`config.mk`:
```
export PLATFORM = sky130hd
export DESIGN_NAME = gpc_pin_ctrl
export DESIGN_NICKNAME = d
export VERILOG_FILES = /design/src/rtl/gpc_pkg.sv /design/src/rtl/gpc_pin_ctrl.sv /design/src/rtl/gpc_pin_decode.sv
export SDC_FILE = /design/constraint.sdc
export NUM_CORES = 1
export LEC_CHECK = 0
export BUFFER_PORTS_ARGS = -buffer_cell sky130_fd_sc_hd__buf_2
export CAP_MARGIN = 20
export CORE_MARGIN = 1
export CORE_UTILIZATION = 50
export DETAILED_ROUTE_END_ITERATION = 8
export PLACE_DENSITY = 0.77
export SYNTH_ARGS = -nofsm -noshare
export SYNTH_HDL_FRONTEND = slang
export SYNTH_SLANG_ARGS = --single-unit
export TNS_END_PERCENT = 100
```
`constraint.sdc`:
```
create_clock -name clock -period 2.4 [get_ports clock]
set_clock_uncertainty 0.1 [all_clocks]
set_input_delay 0.48 -clock clock [delete_from_list [all_inputs] [get_ports clock]]
set_output_delay 0.48 -clock clock [all_outputs]
set_load 0.05 [all_outputs]
```
`src/rtl/gpc_pkg.sv`:
```
// Package: register map, field layout and mode codes of the pin mode control
package gpc_pkg;

	localparam logic [7:0] ADDR_PIN3_CONFIG = 8'h0f;
	localparam logic [7:0] ADDR_PIN5_PIN6_CONFIG = 8'h10;
	localparam logic [7:0] ADDR_PIN7_PIN8_CONFIG = 8'h11;

	localparam logic [7:0] RESET_CONFIG = 8'h00;
	localparam logic [7:0] RDATA_UNMAPPED = 8'h00;

	// Writable bits; everything else is reserved and reads zero
	localparam logic [7:0] MASK_PIN3_CONFIG = 8'h0f;
	localparam logic [7:0] MASK_PAIR_CONFIG = 8'hbb;

	localparam int POS_ODD_VALUE = 3;
	localparam int POS_EVEN_VALUE = 7;
	localparam int POS_ODD_MODE = 0;
	localparam int POS_EVEN_MODE = 4;
	localparam int POS_PIN3_MODE = 0;
	localparam int POS_PIN3_VALUE = 3;

	// Mode codes, 3-bit form; 2-bit pins use the same low bits with bit 2 clear
	localparam logic [1:0] MODE_LOW_FUNC_IN = 2'h0;
	localparam logic [1:0] MODE_LOW_TRISTATE = 2'h2;
	localparam logic [2:0] MODE_LOCAL_OUT = 3'h1;
	localparam logic [2:0] MODE_GP_IN = 3'h3;
	localparam logic [2:0] MODE_REMOTE_HOLD = 3'h5;
	localparam logic [2:0] MODE_REMOTE_DEFAULT = 3'h7;

	// Pin slots: 0 pin 3, 1 second port pin 3, 2..5 pins 5..8
	localparam int NUM_PINS = 6;
	localparam int SLOT_PIN3 = 0;
	localparam int SLOT_SECOND_PIN3 = 1;
	localparam int SLOT_PIN5 = 2;

	typedef struct packed {
		logic wr;
		logic rd;
		logic [7:0] addr;
		logic [7:0] wdata;
	} gpc_reg_req_t;

	typedef struct packed {
		logic [NUM_PINS-1:0] drive;
		logic [NUM_PINS-1:0] oe;
	} gpc_pin_out_t;

	typedef struct packed {
		logic [NUM_PINS-1:0] func_in;
		logic [NUM_PINS-1:0] gp_in;
	} gpc_pin_sense_t;

endpackage

```
`src/rtl/gpc_pin_ctrl.sv`:
```
// Module: pin mode configuration registers and pin drive for pins 3 and 5 to 8
`timescale 1ns/1ps

// Notes on behaviour
// - Pin 3 in local output mode drives its output-value bit.
// - Pin 3 codes x00 give functional input, x10 give high impedance.
// - Pin 3 code 001 is local output, 011 is general input.
// - Code 101 drives remote value and keeps the last one on link loss.
// - Code 111 drives remote value, falls back to local bit on link loss.
// - Pins 5 to 8: 00 functional input, 10 high impedance.
// - Pins 5 to 8: 01 local output, 11 general input.
// - Pins 5 to 8 output bits: even pin bit 7, odd pin bit 3.
// - Even pin mode bits 5:4, odd pin mode bits 1:0, both pair registers.
// - All three configuration registers reset to zero.
module gpc_pin_ctrl
(
	input wire logic clock,
	input wire logic nrst,
	input wire gpc_pkg::gpc_reg_req_t reg_req,
	output logic [7:0] reg_rdata,
	output logic reg_rvalid,
	input wire logic second_port_select,
	input wire logic link_up,
	input wire logic remote_pin_three,
	input wire logic [gpc_pkg::NUM_PINS-1:0] pin_in,
	output gpc_pkg::gpc_pin_out_t pin_out,
	output gpc_pkg::gpc_pin_sense_t pin_sense
);

	typedef struct packed {
		logic [7:0] pin3_config;
		logic [7:0] pin5_pin6_config;
		logic [7:0] pin7_pin8_config;
		logic remote_held;
		logic [7:0] rdata;
		logic rvalid;
		gpc_pkg::gpc_pin_out_t pins;
		gpc_pkg::gpc_pin_sense_t sense;
	} gpc_state_t;

	gpc_state_t state;
	gpc_state_t next_state;

	logic [2:0] mode [gpc_pkg::NUM_PINS];
	logic [gpc_pkg::NUM_PINS-1:0] local_value;
	logic [gpc_pkg::NUM_PINS-1:0] dec_drive;
	logic [gpc_pkg::NUM_PINS-1:0] dec_oe;
	logic [gpc_pkg::NUM_PINS-1:0] dec_func_in;
	logic [gpc_pkg::NUM_PINS-1:0] dec_gp_in;

	// Field extraction for every pin slot
	always_comb
	begin
		logic [2:0] pin3_mode;
		logic [7:0] pair;
		pin3_mode = state.pin3_config[gpc_pkg::POS_PIN3_MODE +: 3];
		pair = 8'h00;
		for (int i = 0; i < gpc_pkg::NUM_PINS; i++)
		begin
			mode[i] = {1'b0, gpc_pkg::MODE_LOW_FUNC_IN};
			local_value[i] = 1'b0;
		end
		// Unselected pin 3 slot rests in functional input
		if (second_port_select)
		begin
			mode[gpc_pkg::SLOT_SECOND_PIN3] = pin3_mode;
			local_value[gpc_pkg::SLOT_SECOND_PIN3] =
				state.pin3_config[gpc_pkg::POS_PIN3_VALUE];
		end
		else
		begin
			mode[gpc_pkg::SLOT_PIN3] = pin3_mode;
			local_value[gpc_pkg::SLOT_PIN3] = state.pin3_config[gpc_pkg::POS_PIN3_VALUE];
		end
		for (int p = 0; p < 2; p++)
		begin
			pair = (p == 0) ? state.pin5_pin6_config : state.pin7_pin8_config;
			mode[gpc_pkg::SLOT_PIN5 + 2 * p] =
				{1'b0, pair[gpc_pkg::POS_ODD_MODE +: 2]};
			mode[gpc_pkg::SLOT_PIN5 + 2 * p + 1] =
				{1'b0, pair[gpc_pkg::POS_EVEN_MODE +: 2]};
			local_value[gpc_pkg::SLOT_PIN5 + 2 * p] = pair[gpc_pkg::POS_ODD_VALUE];
			local_value[gpc_pkg::SLOT_PIN5 + 2 * p + 1] = pair[gpc_pkg::POS_EVEN_VALUE];
		end
	end

	genvar g;
	generate
		for (g = 0; g < gpc_pkg::NUM_PINS; g++)
		begin : g_pin
			gpc_pin_decode u_decode
			(
				.mode(mode[g]),
				.local_value(local_value[g]),
				// Only pin 3 slots carry a remote value
				.remote_value(g < gpc_pkg::SLOT_PIN5 ? remote_pin_three : 1'b0),
				.remote_held(g < gpc_pkg::SLOT_PIN5 ? state.remote_held : 1'b0),
				.link_up(link_up),
				.pin_in(pin_in[g]),
				.drive(dec_drive[g]),
				.oe(dec_oe[g]),
				.func_in(dec_func_in[g]),
				.gp_in(dec_gp_in[g])
			);
		end
	endgenerate

	always_comb
	begin
		next_state = state;
		if (reg_req.wr)
		begin
			unique case (reg_req.addr)
				gpc_pkg::ADDR_PIN3_CONFIG:
				begin
					next_state.pin3_config = reg_req.wdata & gpc_pkg::MASK_PIN3_CONFIG;
				end
				gpc_pkg::ADDR_PIN5_PIN6_CONFIG:
				begin
					next_state.pin5_pin6_config = reg_req.wdata & gpc_pkg::MASK_PAIR_CONFIG;
				end
				gpc_pkg::ADDR_PIN7_PIN8_CONFIG:
				begin
					next_state.pin7_pin8_config = reg_req.wdata & gpc_pkg::MASK_PAIR_CONFIG;
				end
				default:
				begin
					next_state.rvalid = state.rvalid;
				end
			endcase
		end
		next_state.rvalid = reg_req.rd;
		if (reg_req.rd)
		begin
			unique case (reg_req.addr)
				gpc_pkg::ADDR_PIN3_CONFIG: next_state.rdata = state.pin3_config;
				gpc_pkg::ADDR_PIN5_PIN6_CONFIG: next_state.rdata = state.pin5_pin6_config;
				gpc_pkg::ADDR_PIN7_PIN8_CONFIG: next_state.rdata = state.pin7_pin8_config;
				default: next_state.rdata = gpc_pkg::RDATA_UNMAPPED;
			endcase
		end
		// Held copy follows the remote value only while the link is good
		if (link_up)
		begin
			next_state.remote_held = remote_pin_three;
		end
		next_state.pins.drive = dec_drive;
		next_state.pins.oe = dec_oe;
		next_state.sense.func_in = dec_func_in;
		next_state.sense.gp_in = dec_gp_in;
	end

	always_ff @(posedge clock or negedge nrst)
	begin
		if (!nrst)
		begin
			state <= '0;
			state.pin3_config <= gpc_pkg::RESET_CONFIG;
			state.pin5_pin6_config <= gpc_pkg::RESET_CONFIG;
			state.pin7_pin8_config <= gpc_pkg::RESET_CONFIG;
		end
		else
		begin
			state <= next_state;
		end
	end

	assign reg_rdata = state.rdata;
	assign reg_rvalid = state.rvalid;
	assign pin_out = state.pins;
	assign pin_sense = state.sense;

endmodule

```
`src/rtl/gpc_pin_decode.sv`:
```
// Module: decodes one pin's mode field into drive, enable and input routing
`timescale 1ns/1ps
module gpc_pin_decode
(
	input wire logic [2:0] mode,
	input wire logic local_value,
	input wire logic remote_value,
	input wire logic remote_held,
	input wire logic link_up,
	input wire logic pin_in,
	output logic drive,
	output logic oe,
	output logic func_in,
	output logic gp_in
);

	always_comb
	begin
		drive = 1'b0;
		oe = 1'b0;
		func_in = 1'b0;
		gp_in = 1'b0;
		if (mode[1:0] == gpc_pkg::MODE_LOW_FUNC_IN)
		begin
			func_in = pin_in;
		end
		else if (mode[1:0] == gpc_pkg::MODE_LOW_TRISTATE)
		begin
			oe = 1'b0;
		end
		else if (mode == gpc_pkg::MODE_LOCAL_OUT)
		begin
			oe = 1'b1;
			drive = local_value;
		end
		else if (mode == gpc_pkg::MODE_GP_IN)
		begin
			gp_in = pin_in;
		end
		else if (mode == gpc_pkg::MODE_REMOTE_HOLD)
		begin
			oe = 1'b1;
			// Held copy already tracks the live value while the link is up
			drive = link_up ? remote_value : remote_held;
		end
		else
		begin
			oe = 1'b1;
			drive = link_up ? remote_value : local_value;
		end
	end

endmodule

```
-- Word level (Yosys, flattened, before mapping)
Index checks and enable logic that the tools add are counted.
- register bits: 50
- input port bits: 29
- eq/ne operators: 23
- multiplexer cells: 92
- reductions and logical operators: 9
- operators by type and width (kind ; number):
    two-way mux 1 bit ; 89
    one-hot mux 8 bit (3 select lines) ; 1
    equality test 2 bit, second input constant ; 10
    equality test 8 x 5 -> 1 bit, second input constant ; 2
    logical NOT 2 bit ; 6
    equality test 2 x 1 -> 1 bit, second input constant ; 4
    equality test 8 x 4 -> 1 bit, second input constant ; 1
    equality test 3 x 1 -> 1 bit, second input constant ; 2
    equality test 3 x 2 -> 1 bit, second input constant ; 2
    equality test 3 bit, second input constant ; 2
    two-way mux 3 bit ; 2
    AND reduction 2 bit ; 3

-- Logic depth before layout (Yosys ltp)
- word-level depth: 7
- mapped depth: 4
- gate-level depth less buffers: 3

-- Modules after synthesis
From an unflattened synthesis, not the netlist that was laid out.
- cell total of the unflattened synthesis: 201
- area, all modules: 2421.1 um^2
- modules (own cells, without submodules) (module ; instances ; cells an instance ; area an instance (um^2) ; sequential area each (um^2)):
    gpc_pin_ctrl ; 1 ; 141 ; 1993.2 ; 1226.2
    gpc_pin_decode ; 6 ; 10 ; 71.3 ; 0.0

-- Worst setup path after synthesis
Ideal clock, no wire load.
- path type: input port to flip-flop
- start: in reg_req[9] (netlist name)
- end: reg state, in the netlist local_value[2]
- setup time: 0.125 ns
- arrival time: 1.769 ns
- path slack: 0.406 ns
- stages on the path: 3
- path buffers: 0
- path through: or4b_4 nor4_4 mux2_2
- word-level cells in the longest chain between the ends: 2
- ends and longest elaborated chain (item ; line ; RTL):
    from (decl) ; gpc_pin_ctrl.sv:19 ; input wire gpc_pkg::gpc_reg_req_t reg_req,
    equality test 8 x 5 -> 1 bit ; gpc_pin_ctrl.sv:113 ; unique case (reg_req.addr)
    AND reduction 2 bit (no source line) ; - ;
    to (signal assigned) ; gpc_pin_ctrl.sv:164 ; state <= next_state;
    to (decl) ; gpc_pin_ctrl.sv:41 ; gpc_state_t state;
No other way between the ends.
A chain may end at the register's enable or synchronous reset.

-- Worst setup path after layout
Ends and elaborated chain as after synthesis.

==> summary.txt <==
Yosys
  • Sequential-to-total area share from yosys stat: a little under three fifths
  • Adder-cell share of the synthesized area: 0%
  • Cells after Synth: roughly 180
  • Synth Cell Area: 2170 µm²
  • Synth Area in XOR/XNOR: 0%
  • Syn nets: ~200
  • Synth unique cells: 32
  • Post-synthesis mux area share: between 10% and 20%
  • Simple-gate portion of the synthesized area: 14.5%
  • Average size of a mapped cell: about 12 µm²
  • Largest family of logic cells by synthesized area: simple AND/OR/NAND/NOR gates
  • EDFF count, synth: 0
  • Synth Area in Compound Gates: 4.89%
  • Yosys Warn Count: 0
  • Async set-or-reset flop fraction in the synthesized netlist: 100%
  • FF+latch count, synth: approximately 50
  • Most used DFF post-synth: dfrtp_1

Power
  • Internal: 1.12 mW
  • Flop pwr share: 58.4%
  • Power Dens Cells: between 600 and 700 nW/µm²
  • VDD IR-drop max: roughly 0.26 mV
  • Total power: around 1.5 mW
  • Power share of the clock group: between 30% and 40%
  • Comb power frac: around 11%
  • Static Leak: 1.26 nW
  • Switching power: 0.373 mW
  • Fraction of power spent switching nets: between 20 and 30%

Placement
  • Routability cong.: 0.749
  • Post-DP HPWL: roughly 2.7 mm
  • Cell Area, Placed: ~2300 µm²
  • Port Buf Inserts: about 60

Worst setup path
  • Slowest cell on the critical path: or4b_4
  • Max incr delay on CP: 0.57 ns
  • Reg2Reg Capture Point: pin_out[6]$_DFF_PN0_
  • Crit path capture type: flip-flop
  • Worst-path cell chain: buf_2 > or4b_4 > nor4_4 > buf_4 > mux2_2
  • Crit path DAT: 1.91 ns
  • Worst Path Required: roughly 2.5 ns
  • Setup CP Type: in2reg
  • Flop2flop setup slack: 1.19 ns
  • FF-to-FF Start: state[51]$_DFFE_PN0P_
  • Crit path launch type: input pin
  • FF-to-FF path depth: 3
  • Crit-path max FO: 6

Layout
  • Share of layout cells above drive strength 1: 43.4%
  • Commonest non-fill, non-tap cell in the layout: buf_2
  • # nets final: 240
  • N_diodes: 0
  • Design Area, Final: 2400 µm²
  • Commonest cells after routing, fill and taps aside: buf_2 (59), dfrtp_1 (49), mux2_2 (20), nor2b_1 (8)
  • P&R area growth vs syn: 10.7%

GRT
  • Largest net degree at the start of global routing: 30
  • Overflow after GRT: 0
  • Initial antenna violation count: 0
  • Met2 Use GR: between 20% and 30%
  • Grt peak-use layer: met2
  • GRT Overall Usage: between 10% and 20%
  • Met3 usage: 5.83%
  • GR Layer Usage met1: roughly a quarter
  • First-pass GRT wire length: around 5.9 mm
  • Vias in the first global route: about 1,200

Timing
  • Period utilization: 76.1%
  • Setup violations, final: 0
  • Max-slew violations: 0
  • TNS Setup: 0 ns
  • RSZ-0062 raised after global routing: no
  • Count of final hold-check violations: 0
  • Crit path time final: between 1.5 and 2 ns
  • Slew HR: roughly two thirds
  • FMAX: between 500 and 600 MHz
  • Slew @ Worst Pin: just over 0.5 ns

Routing
  • # DRC: 0
  • Routed WL: roughly 3.6 mm
  • DR iter-0 viols: 45
  • Routed vias: ~1,300
  • WL/cell: about 14 µm
  • Pre-antenna DRT Iters: 4
  • Vias/cell: approximately 5.0
  • Routed Antenna Nets: 0

Clock network
  • CTS root buffer: clkbuf_8
  • Post-CTS Setup Repair Bufs: 0
  • Worst-skew pair later-pin latency: roughly 0.3 ns
  • Num Clock Sinks: 49
  • H-tree depth: 2
  • CTS tree: yes
  • Clock buffer depth: 2
  • CTS resizes: 0
  • CTS Buf Count: 5
  • Hold-fix buffers, CTS: 0
  • Clk slew on worst S/H paths: about 0.080 ns

Floorplanning
  • Die area: around 4600 µm²
  • Site Rows: 23
  • Starting Density: a little over half
  • Chip Width: 67.9 µm
  • DIE HEIGHT: ~68 µm
  • I/O pin total: slightly above 60
  • Core Footprint: 4090 µm²

Outcome
  • Status: complete, no violations

Hold path
  • HP Class: in2async

Run
  • MaxCap Viol Count: 0
==> worst max-delay path, delay by kind of cell <==
| family | cells | cell delay, ns |
|---|---|---|
| buffers and inverters | 2 | 0.30 |
| multiplexers | 1 | 0.34 |
| AND/OR/NAND/NOR | 2 | 0.78 |
==> layout make-up <==
cell class	instances	area, µm²
Timing Repair Buffer	63	338
Sequential cell	49	1230
Clock buffer	8	80.1
Fill cell	339	1680
Inverter	5	18.8
Multi-Input combinational cell	87	679
Tap cell	50	62.6
==> power groups by stage <==
stage          registers (mW)  clock network (mW)  logic, mW
6_report                0.869               0.454      0.165
5_1_grt                 0.874               0.496      0.180
4_1_cts                 0.870               0.470      0.168
3_5_place_dp            0.887                   0      0.167
3_3_place_gp            0.885                   0      0.163
2_1_floorplan           0.884                   0      0.112
==> worst max-delay path by stage <==
stage                          start                          to  slack, ns
after floorplan           reg_req[9]  local_value[2]$_DFFE_PN0P_       0.41
after global routing      reg_req[9]  local_value[2]$_DFFE_PN0P_       0.49
final                     reg_req[9]  local_value[2]$_DFFE_PN0P_       0.57
after detailed placement  reg_req[9]         mode[9]$_DFFE_PN0P_       0.26
after CTS                 reg_req[9]         mode[9]$_DFFE_PN0P_       0.58
after global placement    reg_req[9]        mode[10]$_DFFE_PN0P_       0.28
==> synth_stat cells (2+ instances only) <==
cell / number / area (µm²)
a221o_1: 3 / 30.0
and2_1: 5 / 31.3
and3_1: 5 / 31.3
buf_4: 32 / 240
dfrtp_1: 49 / 1230
inv_1: 5 / 18.8
mux2_2: 20 / 225
mux2i_1: 3 / 30.0
nand2_1: 6 / 22.5
nand2b_1: 2 / 12.5
nand3_1: 2 / 10.0
nand4_1: 2 / 12.5
nor2_1: 6 / 22.5
nor2b_1: 8 / 50.1
nor3b_1: 6 / 45.0
nor4b_1: 2 / 17.5
o21ai_0: 2 / 10.0
o22ai_1: 3 / 18.8
==> flip-flops by register name (all words and copies together), names as in the netlist <==
signal,cells
reg_rvalid,1
pin_out,12
mode,8
pin_sense,12
reg_rdata,7
state,5
local_value,4
==> stage by stage <==
| stage | instances | setup WS [ns] | util (%) | hold slack (ns) |
|---|---|---|---|---|
| 6_report | 262 | 0.574 | 58.8 | 0.0458 |
| 5_1_grt | 262 | 0.489 | 58.8 | 0.0739 |
| 4_1_cts | 262 | 0.578 | 58.8 | 0.0594 |
| 3_5_place_dp | 254 | 0.260 | 56.9 | 0.384 |
| 3_3_place_gp | 254 | 0.285 | 56.9 | 0.369 |
| 2_1_floorplan | 175 | 0.406 | - | 0.0844 |
==> cells by family (layout without fill, tap and decap cells) <==
logic type	count (synthesis)	in the layout
and+or+nand+nor	49	49
DFF	49	49
muxes	23	23
AOI/OAI and AO/OA	14	14
other	1	1
buffers and inverters	39	76
==> routing by layer <==
| layer | routed length, µm | vias up |
|---|---|---|
| met4 | 68 | 0 |
| met2 | 1610 | 45 |
| met1 | 1720 | 617 |
| met3 | 240 | 6 |
| li1 | - | 647 |
| met5 | 0 | - |
Note: power is estimated with default switching activity, not from simulation.
